--- config.mk ---
export PLATFORM = sky130hd
export DESIGN_NAME = ext_mem_bus_ctrl
export DESIGN_NICKNAME = d
export VERILOG_FILES = /design/src/pkg/ext_bus_pkg.sv /design/src/hdl/burst_clock_gen.sv /design/src/hdl/ext_mem_bus_ctrl.sv
export SDC_FILE = /design/constraint.sdc
export NUM_CORES = 1
export LEC_CHECK = 0
export BUFFER_PORTS_ARGS = -buffer_cell sky130_fd_sc_hd__buf_4
export CORE_MARGIN = 1
export CORE_UTILIZATION = 55
export DETAILED_ROUTE_END_ITERATION = 8
export PLACE_DENSITY = 0.79
export SLEW_MARGIN = 25
export SYNTH_ARGS = -nofsm -noshare
export SYNTH_HDL_FRONTEND = slang
export SYNTH_SLANG_ARGS = --single-unit
export TNS_END_PERCENT = 10
--- constraint.sdc ---
create_clock -name sys_clk_in -period 11.4 [get_ports sys_clk_in]
set_clock_uncertainty 0.15 [all_clocks]
set_input_delay 2.28 -clock sys_clk_in [delete_from_list [all_inputs] [get_ports sys_clk_in]]
set_output_delay 2.28 -clock sys_clk_in [all_outputs]
set_load 0.02 [all_outputs]
--- src/pkg/ext_bus_pkg.sv ---
// Shared constants and types of the external parallel memory bus controller.
// Assumes one 25 MHz system clock; all counts are in clock or burst clock ticks.
package ext_bus_pkg;

	// ***************************************************
	// Widths
	// ***************************************************
	localparam int ADDR_W = 27; // 128MB byte space per chip select
	localparam int DATA_W = 32;
	localparam int PIN_W = 16;
	localparam int CNT_W = 5;
	localparam int UPPER_ADDR_BIT = 16;
	localparam int BEATS_W = 2;

	// ***************************************************
	// Encodings
	// ***************************************************
	localparam logic [1:0] DEV_W8 = 2'h0;
	localparam logic [1:0] DEV_W16 = 2'h1;
	localparam logic [1:0] DEV_W32 = 2'h2;
	localparam logic [1:0] SIZE_BYTE = 2'h0;
	localparam logic [1:0] SIZE_HALF = 2'h1;
	localparam logic [1:0] SIZE_WORD = 2'h2;
	localparam logic [1:0] DIV_1 = 2'h0;

	// ***************************************************
	// Pin levels and reset values
	// ***************************************************
	localparam logic PIN_IDLE = 1'b1;
	localparam logic [PIN_W-1:0] PIN_ZERO = 16'h0000;
	localparam logic [DATA_W-1:0] WORD_ZERO = 32'h0000_0000;
	localparam logic [CNT_W-1:0] CNT_ZERO = 5'h00;
	localparam logic [CNT_W-1:0] CNT_ONE = 5'h01;
	localparam logic [3:0] TURN_MIN = 4'h1;
	localparam logic [5:0] ACC_LEN_ZERO = 6'h00;
	localparam logic [5:0] ACC_LEN_ONE = 6'h01;

	typedef logic [CNT_W-1:0] cnt_t;

	typedef enum logic [2:0] {
		ST_IDLE,
		ST_SETUP,
		ST_ACCESS,
		ST_HOLD,
		ST_TURN
	} bus_state_e;

endpackage

--- src/hdl/burst_clock_gen.sv ---
// Burst clock divider for the external memory bus.
// Assumes run_in comes from a flop on the same clock; output parks low when idle.
`timescale 1ns/100ps
`default_nettype none
module burst_clock_gen import ext_bus_pkg::*; (
	// Clock and reset
	input wire logic sys_clk_in,
	input wire logic rst_n_in,
	input wire logic clk_en_in,
	// Control
	input wire logic run_in,
	input wire logic [1:0] div_sel_in,
	// Clock out and rising-edge tick
	output logic bclk_out,
	output logic rise_tick_out
);
	logic [2:0] div_cnt_ff;
	logic [2:0] nxt_div_cnt;
	logic bclk_ff;
	logic nxt_bclk;
	logic [2:0] half_last;
	logic wrap;

	// Half period minus one: 0, 1 or 3 cycles for divide by 2, 4, 8
	always_comb begin
		// Four bits wide so that divide by 8 does not shift out to zero
		half_last = 3'(((4'h1 << div_sel_in) >> 1) - 4'h1);
		wrap = (div_sel_in == DIV_1) || (div_cnt_ff == half_last);
		nxt_div_cnt = div_cnt_ff;
		nxt_bclk = bclk_ff;
		if (!run_in) begin
			// Stopped between accesses to save power
			nxt_div_cnt = 3'h0;
			nxt_bclk = 1'b0;
		end else if (wrap) begin
			nxt_div_cnt = 3'h0;
			nxt_bclk = ~bclk_ff;
		end else begin
			nxt_div_cnt = div_cnt_ff + 3'h1;
		end
	end

	// Undivided mode ticks every cycle since a flop cannot follow the clock itself
	assign rise_tick_out = run_in && ((div_sel_in == DIV_1) || (wrap && !bclk_ff));
	assign bclk_out = bclk_ff;

	// State registers
	always_ff @(posedge sys_clk_in or negedge rst_n_in) begin
		if (!rst_n_in) begin
			div_cnt_ff <= 3'h0;
			bclk_ff <= 1'b0;
		end else if (clk_en_in) begin
			div_cnt_ff <= nxt_div_cnt;
			bclk_ff <= nxt_bclk;
		end
	end
endmodule // burst_clock_gen
`default_nettype wire

--- src/hdl/ext_mem_bus_ctrl.sv ---
// External parallel memory bus controller: sequences split accesses on a
// shared 16-bit address/data bus with programmable phases.
// Assumes request and configuration ports are synchronous to sys_clk_in and
// that configuration stays stable while an access is in progress.
//
// Operation
// - 128MB address space per chip select
// - Device widths 8, 16, or 32 multiplexed
// - Byte enables for 16 and 32-bit devices
// - Counts in clock, or burst clock if sync
// - Separate read and write timing sets
// - Setup of 0 to 7 before strobe
// - Access strobe lasts 1 to 32 cycles
// - Later page accesses last 1 to 8
// - Hold of 0 to 7 after strobe
// - Turnaround of 1 to 15 between accesses
// - Page size 4, 8, 16 or 32
// - Burst clock is clock divided 2,2,4,8
// - Burst length 4, 8, 16 or 32
// - Burst clock stops while no access runs
// - Two strobe styles: OE/WE or RnW/enable
// - Lowest pin is address or byte enable
// - Shared lines driven only in own phase
// - Sync write and multiplexed 32-bit mode
// - Split requests to suit device width
// - Address valid usable on asynchronous cycles
// - Strobe delays follow programmed timing
// - Sync burst clock internal, 80 ns period or more
`timescale 1ns/100ps
`default_nettype none
module ext_mem_bus_ctrl import ext_bus_pkg::*; (
	// Clock, reset, enable
	input wire logic sys_clk_in,
	input wire logic rst_n_in,
	input wire logic clk_en_in,
	// Request side
	input wire logic req_valid_in,
	input wire logic req_write_in,
	input wire logic req_cs_sel_in,
	input wire logic [1:0] req_size_in,
	input wire logic [ADDR_W-1:0] req_addr_in,
	input wire logic [DATA_W-1:0] req_wdata_in,
	output logic req_ready_out,
	output logic rsp_valid_out,
	output logic [DATA_W-1:0] rsp_rdata_out,
	// Configuration
	input wire logic [1:0] cfg_dev_width_in,
	input wire logic cfg_rnw_style_in,
	input wire logic cfg_sync_in,
	input wire logic cfg_addr_valid_async_in,
	input wire logic cfg_page_en_in,
	input wire logic [1:0] cfg_page_size_in,
	input wire logic cfg_burst_en_in,
	input wire logic [1:0] cfg_burst_len_in,
	input wire logic [1:0] cfg_burst_div_in,
	// Read timing set
	input wire logic [2:0] cfg_rd_setup_in,
	input wire logic [4:0] cfg_rd_access_in,
	input wire logic [2:0] cfg_rd_page_in,
	input wire logic [2:0] cfg_rd_hold_in,
	input wire logic [3:0] cfg_rd_turn_in,
	// Write timing set
	input wire logic [2:0] cfg_wr_setup_in,
	input wire logic [4:0] cfg_wr_access_in,
	input wire logic [2:0] cfg_wr_page_in,
	input wire logic [2:0] cfg_wr_hold_in,
	input wire logic [3:0] cfg_wr_turn_in,
	// Memory pins
	output logic chip_select_second_n_out,
	output logic chip_select_third_n_out,
	output logic low_address_or_byte_enable_out,
	output logic upper_address_line_out,
	output logic strobe_oe_n_rnw_out,
	output logic strobe_we_n_e_n_out,
	output logic address_valid_n_out,
	output logic burst_clock_out,
	output logic [PIN_W-1:0] bus_d_out,
	output logic bus_d_oe_n_out,
	input wire logic [PIN_W-1:0] bus_d_in,
	// Status
	output logic busy_out
);

	// ***************************************************
	// Helpers
	// ***************************************************

	// Address in device units
	function automatic logic [ADDR_W-1:0] unit_of(input logic [ADDR_W-1:0] a,
		input logic [1:0] w);
		unit_of = (w == DEV_W8) ? a : (a >> 1);
	endfunction

	// Beats needed for one request, minus one
	function automatic logic [BEATS_W-1:0] beats_of(input logic [1:0] sz,
		input logic [1:0] w);
		logic [2:0] b;
		b = (3'h1 << sz) >> ((w == DEV_W8) ? 0 : 1);
		beats_of = (b == 3'h0) ? 2'h0 : BEATS_W'(b - 3'h1);
	endfunction

	// Group mask for page size or burst length of 4, 8, 16, 32 units
	function automatic logic [CNT_W-1:0] grp_mask(input logic [1:0] sel);
		grp_mask = cnt_t'((6'h4 << sel) - 6'h1);
	endfunction

	// Countdown load from a one-based count field
	function automatic cnt_t less_one(input logic [3:0] v);
		less_one = (v == 4'h0) ? CNT_ZERO : cnt_t'(v - 4'h1);
	endfunction

	// ***************************************************
	// State
	// ***************************************************
	bus_state_e state_ff, nxt_state;
	cnt_t cnt_ff, nxt_cnt;
	logic [BEATS_W-1:0] beats_ff, nxt_beats;
	logic more_ff, nxt_more;
	logic [ADDR_W-1:0] addr_ff, nxt_addr;
	logic [DATA_W-1:0] wdata_ff, nxt_wdata;
	logic [DATA_W-1:0] rdata_ff, nxt_rdata;
	logic write_ff, nxt_write;
	logic cs_sel_ff, nxt_cs_sel;
	logic [1:0] size_ff, nxt_size;
	logic rsp_ff, nxt_rsp;
	logic ready_ff;
	logic cs_second_n_ff, cs_third_n_ff, be_ff, upa_ff, stra_ff, strb_ff;
	logic addr_valid_n_ff, d_oe_n_ff;
	logic nxt_cs_second_n, nxt_cs_third_n, nxt_be, nxt_upa, nxt_stra, nxt_strb;
	logic nxt_addr_valid_n, nxt_d_oe_n;
	logic [PIN_W-1:0] d_out_ff, nxt_d_out;
	logic [PIN_W-1:0] ds1_ff, ds2_ff, ds3_ff, filt_ff;
	logic tick, bclk_rise, dir, seq_en;
	logic [2:0] t_setup, t_page, t_hold;
	logic [4:0] t_acc;
	logic [3:0] t_turn;
	logic [ADDR_W-1:0] step_addr, nxt_unit;
	logic [5:0] acc_len_ff;

	// Burst clock made internally, stopped while idle
	burst_clock_gen u_bclk (
		.sys_clk_in(sys_clk_in),
		.rst_n_in(rst_n_in),
		.clk_en_in(clk_en_in),
		.run_in(state_ff != ST_IDLE),
		.div_sel_in(cfg_burst_div_in),
		.bclk_out(burst_clock_out),
		.rise_tick_out(bclk_rise)
	);

	// Timing set follows the direction of the access in hand
	always_comb begin
		dir = (state_ff == ST_IDLE) ? req_write_in : write_ff;
		t_setup = dir ? cfg_wr_setup_in : cfg_rd_setup_in;
		t_acc = dir ? cfg_wr_access_in : cfg_rd_access_in;
		t_page = dir ? cfg_wr_page_in : cfg_rd_page_in;
		t_hold = dir ? cfg_wr_hold_in : cfg_rd_hold_in;
		t_turn = dir ? cfg_wr_turn_in : cfg_rd_turn_in;
		// Phases advance on clock, or on burst clock rises in sync mode
		tick = cfg_sync_in ? bclk_rise : 1'b1;
		// Page, burst and multiplexed wide beats stay in one strobe group
		seq_en = cfg_page_en_in || cfg_burst_en_in || (cfg_dev_width_in == DEV_W32);
		step_addr = addr_ff + ((cfg_dev_width_in == DEV_W8) ? 27'h1 : 27'h2);
		nxt_unit = unit_of(step_addr, cfg_dev_width_in);
	end

	// ***************************************************
	// Access sequencer
	// ***************************************************

	// Next state of the access sequence
	always_comb begin
		nxt_state = state_ff;
		nxt_cnt = cnt_ff;
		nxt_beats = beats_ff;
		nxt_more = more_ff;
		nxt_addr = addr_ff;
		nxt_wdata = wdata_ff;
		nxt_rdata = rdata_ff;
		nxt_write = write_ff;
		nxt_cs_sel = cs_sel_ff;
		nxt_size = size_ff;
		nxt_rsp = 1'b0;
		unique case (state_ff)
			ST_IDLE: begin
				if (req_valid_in && ready_ff) begin
					nxt_addr = req_addr_in;
					nxt_wdata = req_wdata_in;
					nxt_write = req_write_in;
					nxt_cs_sel = req_cs_sel_in;
					nxt_size = req_size_in;
					nxt_rdata = WORD_ZERO;
					nxt_beats = beats_of(req_size_in, cfg_dev_width_in);
					// Zero setup puts the strobe out at once
					nxt_state = (t_setup == 3'h0) ? ST_ACCESS : ST_SETUP;
					nxt_cnt = (t_setup == 3'h0) ? t_acc : less_one({1'b0, t_setup});
				end
			end
			ST_SETUP: begin
				if (tick && cnt_ff == CNT_ZERO) begin
					nxt_state = ST_ACCESS;
					nxt_cnt = t_acc;
				end else if (tick) begin
					nxt_cnt = cnt_ff - CNT_ONE;
				end
			end
			ST_ACCESS: begin
				if (tick && cnt_ff == CNT_ZERO) begin
					// Read beat lands in its lane of the word
					if (!write_ff) begin
						if (cfg_dev_width_in == DEV_W8) begin
							nxt_rdata[addr_ff[1:0]*8 +: 8] = filt_ff[7:0];
						end else begin
							nxt_rdata[addr_ff[1]*16 +: 16] = filt_ff;
						end
					end
					nxt_more = (beats_ff != 2'h0);
					if (beats_ff != 2'h0) begin
						nxt_beats = beats_ff - 2'h1;
						nxt_addr = step_addr;
					end
					if (beats_ff != 2'h0 && seq_en
						&& (nxt_unit[CNT_W-1:0] & grp_mask(cfg_page_en_in
						? cfg_page_size_in : cfg_burst_len_in)) != CNT_ZERO) begin
						nxt_state = ST_ACCESS;
						nxt_cnt = cnt_t'(t_page);
					end else if (t_hold != 3'h0) begin
						nxt_state = ST_HOLD;
						nxt_cnt = less_one({1'b0, t_hold});
					end else begin
						nxt_state = ST_TURN;
						nxt_cnt = less_one(t_turn < TURN_MIN ? TURN_MIN : t_turn);
					end
				end else if (tick) begin
					nxt_cnt = cnt_ff - CNT_ONE;
				end
			end
			ST_HOLD: begin
				if (tick && cnt_ff == CNT_ZERO) begin
					nxt_state = ST_TURN;
					nxt_cnt = less_one(t_turn < TURN_MIN ? TURN_MIN : t_turn);
				end else if (tick) begin
					nxt_cnt = cnt_ff - CNT_ONE;
				end
			end
			ST_TURN: begin
				if (tick && cnt_ff == CNT_ZERO) begin
					if (more_ff) begin
						nxt_more = 1'b0;
						nxt_state = (t_setup == 3'h0) ? ST_ACCESS : ST_SETUP;
						nxt_cnt = (t_setup == 3'h0) ? t_acc : less_one({1'b0, t_setup});
					end else begin
						nxt_state = ST_IDLE;
						nxt_rsp = 1'b1;
					end
				end else if (tick) begin
					nxt_cnt = cnt_ff - CNT_ONE;
				end
			end
		endcase
	end

	// Pin levels follow the next state so they line up with it
	always_comb begin
		logic act;
		logic strobe_on;
		logic [ADDR_W-1:0] unit_a;
		act = (nxt_state == ST_SETUP) || (nxt_state == ST_ACCESS) || (nxt_state == ST_HOLD);
		strobe_on = (nxt_state == ST_ACCESS);
		unit_a = unit_of(nxt_addr, cfg_dev_width_in);
		nxt_cs_second_n = !(act && !nxt_cs_sel);
		nxt_cs_third_n = !(act && nxt_cs_sel);
		if (cfg_rnw_style_in) begin
			nxt_stra = !(act && nxt_write);
			nxt_strb = !strobe_on;
		end else begin
			nxt_stra = !(strobe_on && !nxt_write);
			nxt_strb = !(strobe_on && nxt_write);
		end
		nxt_addr_valid_n = !((nxt_state == ST_SETUP)
			&& (cfg_sync_in || cfg_addr_valid_async_in));
		// Upper lane enable for wide devices, plain address bit otherwise
		if (cfg_dev_width_in == DEV_W8) begin
			nxt_be = nxt_addr[0];
		end else begin
			nxt_be = !((nxt_size != SIZE_BYTE) || nxt_addr[0]);
		end
		nxt_upa = act && unit_a[UPPER_ADDR_BIT];
		nxt_d_out = PIN_ZERO;
		nxt_d_oe_n = PIN_IDLE;
		if (nxt_state == ST_SETUP) begin
			nxt_d_out = unit_a[PIN_W-1:0];
			nxt_d_oe_n = 1'b0;
		end else if (strobe_on && nxt_write) begin
			nxt_d_out = nxt_wdata[nxt_addr[1]*16 +: 16];
			if (cfg_dev_width_in == DEV_W8) begin
				nxt_d_out = {8'h00, nxt_wdata[nxt_addr[1:0]*8 +: 8]};
			end
			nxt_d_oe_n = 1'b0;
		end
	end

	// Sequencer and pin registers
	always_ff @(posedge sys_clk_in or negedge rst_n_in) begin
		if (!rst_n_in) begin
			state_ff <= ST_IDLE;
			cnt_ff <= CNT_ZERO;
			beats_ff <= 2'h0;
			more_ff <= 1'b0;
			addr_ff <= 27'h0;
			wdata_ff <= WORD_ZERO;
			rdata_ff <= WORD_ZERO;
			write_ff <= 1'b0;
			cs_sel_ff <= 1'b0;
			size_ff <= SIZE_BYTE;
			rsp_ff <= 1'b0;
			ready_ff <= 1'b0;
			cs_second_n_ff <= PIN_IDLE;
			cs_third_n_ff <= PIN_IDLE;
			be_ff <= PIN_IDLE;
			upa_ff <= 1'b0;
			stra_ff <= PIN_IDLE;
			strb_ff <= PIN_IDLE;
			addr_valid_n_ff <= PIN_IDLE;
			d_out_ff <= PIN_ZERO;
			d_oe_n_ff <= PIN_IDLE;
		end else if (clk_en_in) begin
			state_ff <= nxt_state;
			cnt_ff <= nxt_cnt;
			beats_ff <= nxt_beats;
			more_ff <= nxt_more;
			addr_ff <= nxt_addr;
			wdata_ff <= nxt_wdata;
			rdata_ff <= nxt_rdata;
			write_ff <= nxt_write;
			cs_sel_ff <= nxt_cs_sel;
			size_ff <= nxt_size;
			rsp_ff <= nxt_rsp;
			ready_ff <= (nxt_state == ST_IDLE);
			cs_second_n_ff <= nxt_cs_second_n;
			cs_third_n_ff <= nxt_cs_third_n;
			be_ff <= nxt_be;
			upa_ff <= nxt_upa;
			stra_ff <= nxt_stra;
			strb_ff <= nxt_strb;
			addr_valid_n_ff <= nxt_addr_valid_n;
			d_out_ff <= nxt_d_out;
			d_oe_n_ff <= nxt_d_oe_n;
		end
	end

	// ***************************************************
	// Read data synchroniser
	// ***************************************************

	// Pin data passes three flops; a value counts once the last two agree
	always_ff @(posedge sys_clk_in or negedge rst_n_in) begin
		if (!rst_n_in) begin
			ds1_ff <= PIN_ZERO;
			ds2_ff <= PIN_ZERO;
			ds3_ff <= PIN_ZERO;
			filt_ff <= PIN_ZERO;
		end else if (clk_en_in) begin
			ds1_ff <= bus_d_in;
			ds2_ff <= ds1_ff;
			ds3_ff <= ds2_ff;
			filt_ff <= (ds2_ff == ds3_ff) ? ds3_ff : filt_ff;
		end
	end

	// Output wiring, all from flops
	assign req_ready_out = ready_ff;
	assign rsp_valid_out = rsp_ff;
	assign rsp_rdata_out = rdata_ff;
	assign chip_select_second_n_out = cs_second_n_ff;
	assign chip_select_third_n_out = cs_third_n_ff;
	assign low_address_or_byte_enable_out = be_ff;
	assign upper_address_line_out = upa_ff;
	assign strobe_oe_n_rnw_out = stra_ff;
	assign strobe_we_n_e_n_out = strb_ff;
	assign address_valid_n_out = addr_valid_n_ff;
	assign bus_d_out = d_out_ff;
	assign bus_d_oe_n_out = d_oe_n_ff;
	assign busy_out = !ready_ff;

	// Strobe run length in unsynchronised mode
	always_ff @(posedge sys_clk_in or negedge rst_n_in) begin
		if (!rst_n_in) begin
			acc_len_ff <= ACC_LEN_ZERO;
		end else if (clk_en_in) begin
			acc_len_ff <= (state_ff == ST_ACCESS && cnt_ff != CNT_ZERO) ? acc_len_ff + ACC_LEN_ONE
				: ACC_LEN_ZERO;
		end
	end
endmodule // ext_mem_bus_ctrl
`default_nettype wire

==> out/qor.log <==
INFO  run_status     outcome=completed
INFO  finish         layout-drive-gt1-share=0.302
INFO  power          net-switching-power=0.000931W
INFO  finish         final_nets=1,393
INFO  drt            drt-total-wl=28,800um
INFO  floorplan      core.rowCount=51
INFO  drt            vias_per_cell=6.12
INFO  setup_path     crit_arrival=6.10ns
INFO  placement      globalplace.congestion=0.916
INFO  timing         number_of_setup_violations_in_the_final_report=0
INFO  placement      dp_worst_setup_slack=5.12ns
INFO  power          power.share.combinational=0.349
INFO  clock_network  cts_tree=yes
INFO  synth          async_reset_ff_frac=1.00
INFO  setup_path     timing.critical_path.from_type=input port
INFO  timing         drv_slew=0
INFO  power          power.leakage=5.87nW
INFO  floorplan      initial_utilization=0.559
INFO  clock_network  cts_inserted_buffers=17
INFO  power          vdd_drop_max=0.129mV
INFO  finish         mostFrequentLayoutCells=sky130_fd_sc_hd__buf_4 (193), sky130_fd_sc_hd__dfrtp_1 (184), sky130_fd_sc_hd__nand2_1 (128)
INFO  power          clockPowerShare=0.267
INFO  grt            grt_first_pass_wirelength=45,700um
INFO  min_path       hold_path_class=reg -> reg
INFO  grt            global_routing_usage_summed_across_all_routing_layers=0.289
INFO  setup_path     timing.critical_path.to_type=register
INFO  timing         setup_total_negative_slack=0ns
INFO  grt            grt_pass1_vias=8,795
INFO  timing         finalCritPeriodShare=0.521
INFO  timing         timing.max_slew.rel_slack=0.367
INFO  power          power_per_unit_of_standard_cell_area=182mW/mm^2
INFO  grt            largest_net_degree_at_the_start_of_global_routing=72
INFO  grt            grt_antenna_before_repair=0
INFO  setup_path     worstPathMaxFanout=20
INFO  placement      dp_hpwl=20,500um
INFO  clock_network  clk_pin_slew_worst_paths=0.08ns
INFO  floorplan      die_h=143um
INFO  drt            antenna_violating_nets_post_route=0
INFO  timing         postLayoutSetupSlackWorst=5.46ns
INFO  timing         final.min_clock_period=5.94ns
INFO  min_path       worstHoldPathCells=2
INFO  setup_path     worstRegToRegCells=12
INFO  synth          postSynthCellCount=1,098
INFO  clock_network  cts-root-to-sink-buffers=2
INFO  grt            gr-total-overflow=0
INFO  synth          synth-edff-count=0
INFO  synth          synth.yosys.seq_area_share=0.440
INFO  synth          syn-mean-instance-area=9.92squm
INFO  clock_network  insertion_delay=0.44ns
INFO  finish         diodes=0
INFO  setup_path     timing.setup.critical_path_class=in -> reg
INFO  finish         layout_commonest_cell=sky130_fd_sc_hd__buf_4
INFO  floorplan      core-area=0.0195sqmm
INFO  finish         multi_input_comb_area=0.00578sqmm
INFO  drt            drt-wirelength-per-cell=18.9um
INFO  clock_network  cts_hold_repair.buffers=0
INFO  synth          synth_area=0.0109sqmm
INFO  drt            routed-via-count=9,333
INFO  finish         fillCellCount=1,551
INFO  finish         combined_flip_flop_and_latch_cell_area=0.00479sqmm
INFO  synth          synth_nets=1,245
INFO  power          share_seq_of_total_power=0.384
INFO  floorplan      die_w=143um
INFO  clock_network  cts.sinks=191
INFO  synth          yosysWarningCount=0
INFO  floorplan      pin_count=192
INFO  timing         setup_repair_after_global_routing_missed_its_margin=false
INFO  drt            remaining_drc_errors=0
INFO  clock_network  clock-root-buffer=sky130_fd_sc_hd__clkbuf_16
INFO  clock_network  htree_levels=4
INFO  timing         worstMarginPinSlew=0.948ns
INFO  synth          synth.lib_cells_used.distinct=84
INFO  setup_path     worstPathRequired=11.56ns
INFO  timing         max_freq=168MHz
INFO  drt            drt-initial-drc-count=823
INFO  finish         syn_to_final_growth=20.3%
INFO  timing         final-hold-violation-count=0
INFO  synth          synth_flop_cell=sky130_fd_sc_hd__dfrtp_1
INFO  synth          synth_seq_cells=191
INFO  power          swShare=0.390
INFO  clock_network  post_cts_buffers=0
INFO  placement      io_buffer_count=182
INFO  power          internal-power=0.00146W
INFO  run            max_cap_violations=0
INFO  drt            drt-pass1-iter-count=5
INFO  floorplan      fp.dieArea=0.0204sqmm
INFO  clock_network  post_cts_resized=0
[cell usage after synthesis (8+ instances only)]
| library cell | n | area share |
|---|---|---|
| sky130_fd_sc_hd__mux2i_1 | 34 | 0.031 |
| sky130_fd_sc_hd__inv_1 | 22 | 0.0076 |
| sky130_fd_sc_hd__clkbuf_1 | 57 | 0.020 |
| sky130_fd_sc_hd__xnor2_1 | 18 | 0.014 |
| sky130_fd_sc_hd__a32oi_1 | 9 | 0.0072 |
| sky130_fd_sc_hd__ha_1 | 14 | 0.016 |
| sky130_fd_sc_hd__o211ai_1 | 12 | 0.0083 |
| sky130_fd_sc_hd__nor3_1 | 21 | 0.0097 |
| sky130_fd_sc_hd__a211oi_1 | 8 | 0.0055 |
| sky130_fd_sc_hd__o31ai_1 | 16 | 0.011 |
| sky130_fd_sc_hd__dfrtp_1 | 184 | 0.42 |
| sky130_fd_sc_hd__o21ai_0 | 77 | 0.035 |
| sky130_fd_sc_hd__a221o_1 | 9 | 0.0083 |
| sky130_fd_sc_hd__nor2b_1 | 15 | 0.0086 |
| sky130_fd_sc_hd__mux2_2 | 121 | 0.13 |
| sky130_fd_sc_hd__or3_1 | 11 | 0.0063 |
| sky130_fd_sc_hd__a31oi_1 | 15 | 0.0086 |
| sky130_fd_sc_hd__a21oi_1 | 43 | 0.020 |
| sky130_fd_sc_hd__a21o_1 | 8 | 0.0055 |
| sky130_fd_sc_hd__o22ai_1 | 10 | 0.0057 |
| sky130_fd_sc_hd__nand4_1 | 8 | 0.0046 |
| sky130_fd_sc_hd__a22oi_1 | 18 | 0.012 |
| sky130_fd_sc_hd__nor2_1 | 82 | 0.028 |
| sky130_fd_sc_hd__nand3_1 | 18 | 0.0083 |
| sky130_fd_sc_hd__nand2_1 | 128 | 0.044 |
[area by class of cell]
type / instances / share of cell area
Clock inverter: 15 / 0.0171
Sequential cell: 191 / 0.366
Multi-Input combinational cell: 819 / 0.441
Clock buffer: 17 / 0.0325
Inverter: 23 / 0.00659
Tap cell: 265 / 0.0253
Timing Repair Buffer: 194 / 0.111
[registers in the layout, summed over array words and instances (netlist names), 5 cells and up]
register	count
addr_ff	18
bus_d_out	16
cnt_ff	5
ds1_ff	16
ds2_ff	16
ds3_ff	16
filt_ff	16
rsp_rdata_out	32
wdata_ff	32
[cell families (layout without fill, tap and decap cells)]
| group | after synthesis | count (layout) | synth area share |
|---|---|---|---|
| buffers and inverters | 88 | 249 | 0.0313 |
| xor gates and xnor gates | 24 | 24 | 0.0193 |
| and+or+nand+nor | 334 | 334 | 0.145 |
| DFF | 191 | 191 | 0.440 |
| muxes | 161 | 161 | 0.169 |
| adders and majority gates | 15 | 15 | 0.0179 |
| AOI/OAI and AO/OA | 285 | 285 | 0.178 |
[power by group through the flow]
stage               sequential [W]  combinational [W]  clock (W)
floorplan                 0.000884           0.000596          0
global placement          0.000919           0.000803          0
detailed placement        0.000924           0.000818          0
CTS                       0.000913           0.000824   0.000648
global route              0.000934           0.000908   0.000672
finish                    0.000918           0.000833   0.000638
[metal layers]
metal  wire [um]  track usage  vias to the layer above
li1            -            -                     4361
met1       12400        0.401                     4487
met2       13200        0.444                      420
met3        2410       0.0637                       65
met4         826        0.105                        0
met5           0            0                        -
[worst max-delay path, cell delays in order]
cell	delay, ns
sky130_fd_sc_hd__buf_4	0.13
sky130_fd_sc_hd__nor2_2	0.13
sky130_fd_sc_hd__clkinv_1	0.47
sky130_fd_sc_hd__nor2_1	0.35
sky130_fd_sc_hd__fa_1	0.34
sky130_fd_sc_hd__nand3_1	0.12
sky130_fd_sc_hd__xnor2_1	0.35
sky130_fd_sc_hd__o21ai_0	0.15
sky130_fd_sc_hd__a222oi_1	0.41
sky130_fd_sc_hd__o2111ai_1	0.29
sky130_fd_sc_hd__o2111a_1	0.61
sky130_fd_sc_hd__a32oi_1	0.34
sky130_fd_sc_hd__o31ai_1	0.11
[metrics by stage]
| stage | instances | power [W] | util | hold WS, ns | area [sq um] |
|---|---|---|---|---|---|
| global placement | 1492 | 0.00172 | 0.639 | 0.315 | 12400 |
| global route | 1524 | 0.00251 | 0.673 | 0.358 | 13100 |
| finish | 1524 | 0.00239 | 0.673 | 0.332 | 13100 |
| floorplan | 1098 | 0.00148 | - | 0.323 | 10900 |
| CTS | 1524 | 0.00239 | 0.672 | 0.339 | 13100 |
| detailed placement | 1492 | 0.00174 | 0.639 | 0.326 | 12400 |
[path summary, 6_finish.rpt]
check | startpoint | to | slack [ns]
worst max-delay path | cfg_dev_width_in[1] | bus_d_out[5]$_DFFE_PN0P_ | 5.46
worst min-delay path | bus_d_oe_n_out$_DFFE_PN1P_ | bus_d_oe_n_out$_DFFE_PN1P_ | 0.33
worst max register to register | state_ff[1]$_DFFE_PN0P_ | upper_address_line_out$_DFFE_PN0P_ | 6.23
worst min register to register | bus_d_oe_n_out$_DFFE_PN1P_ | bus_d_oe_n_out$_DFFE_PN1P_ | 0.33
max in group asynchronous | rst_n_in | wdata_ff[20]$_DFFE_PN0P_ | 7.37
min in group asynchronous | rst_n_in | rsp_rdata_out[6]$_DFFE_PN0P_ | 1.63
No activity file was read; power rests on OpenSTA's default activity.
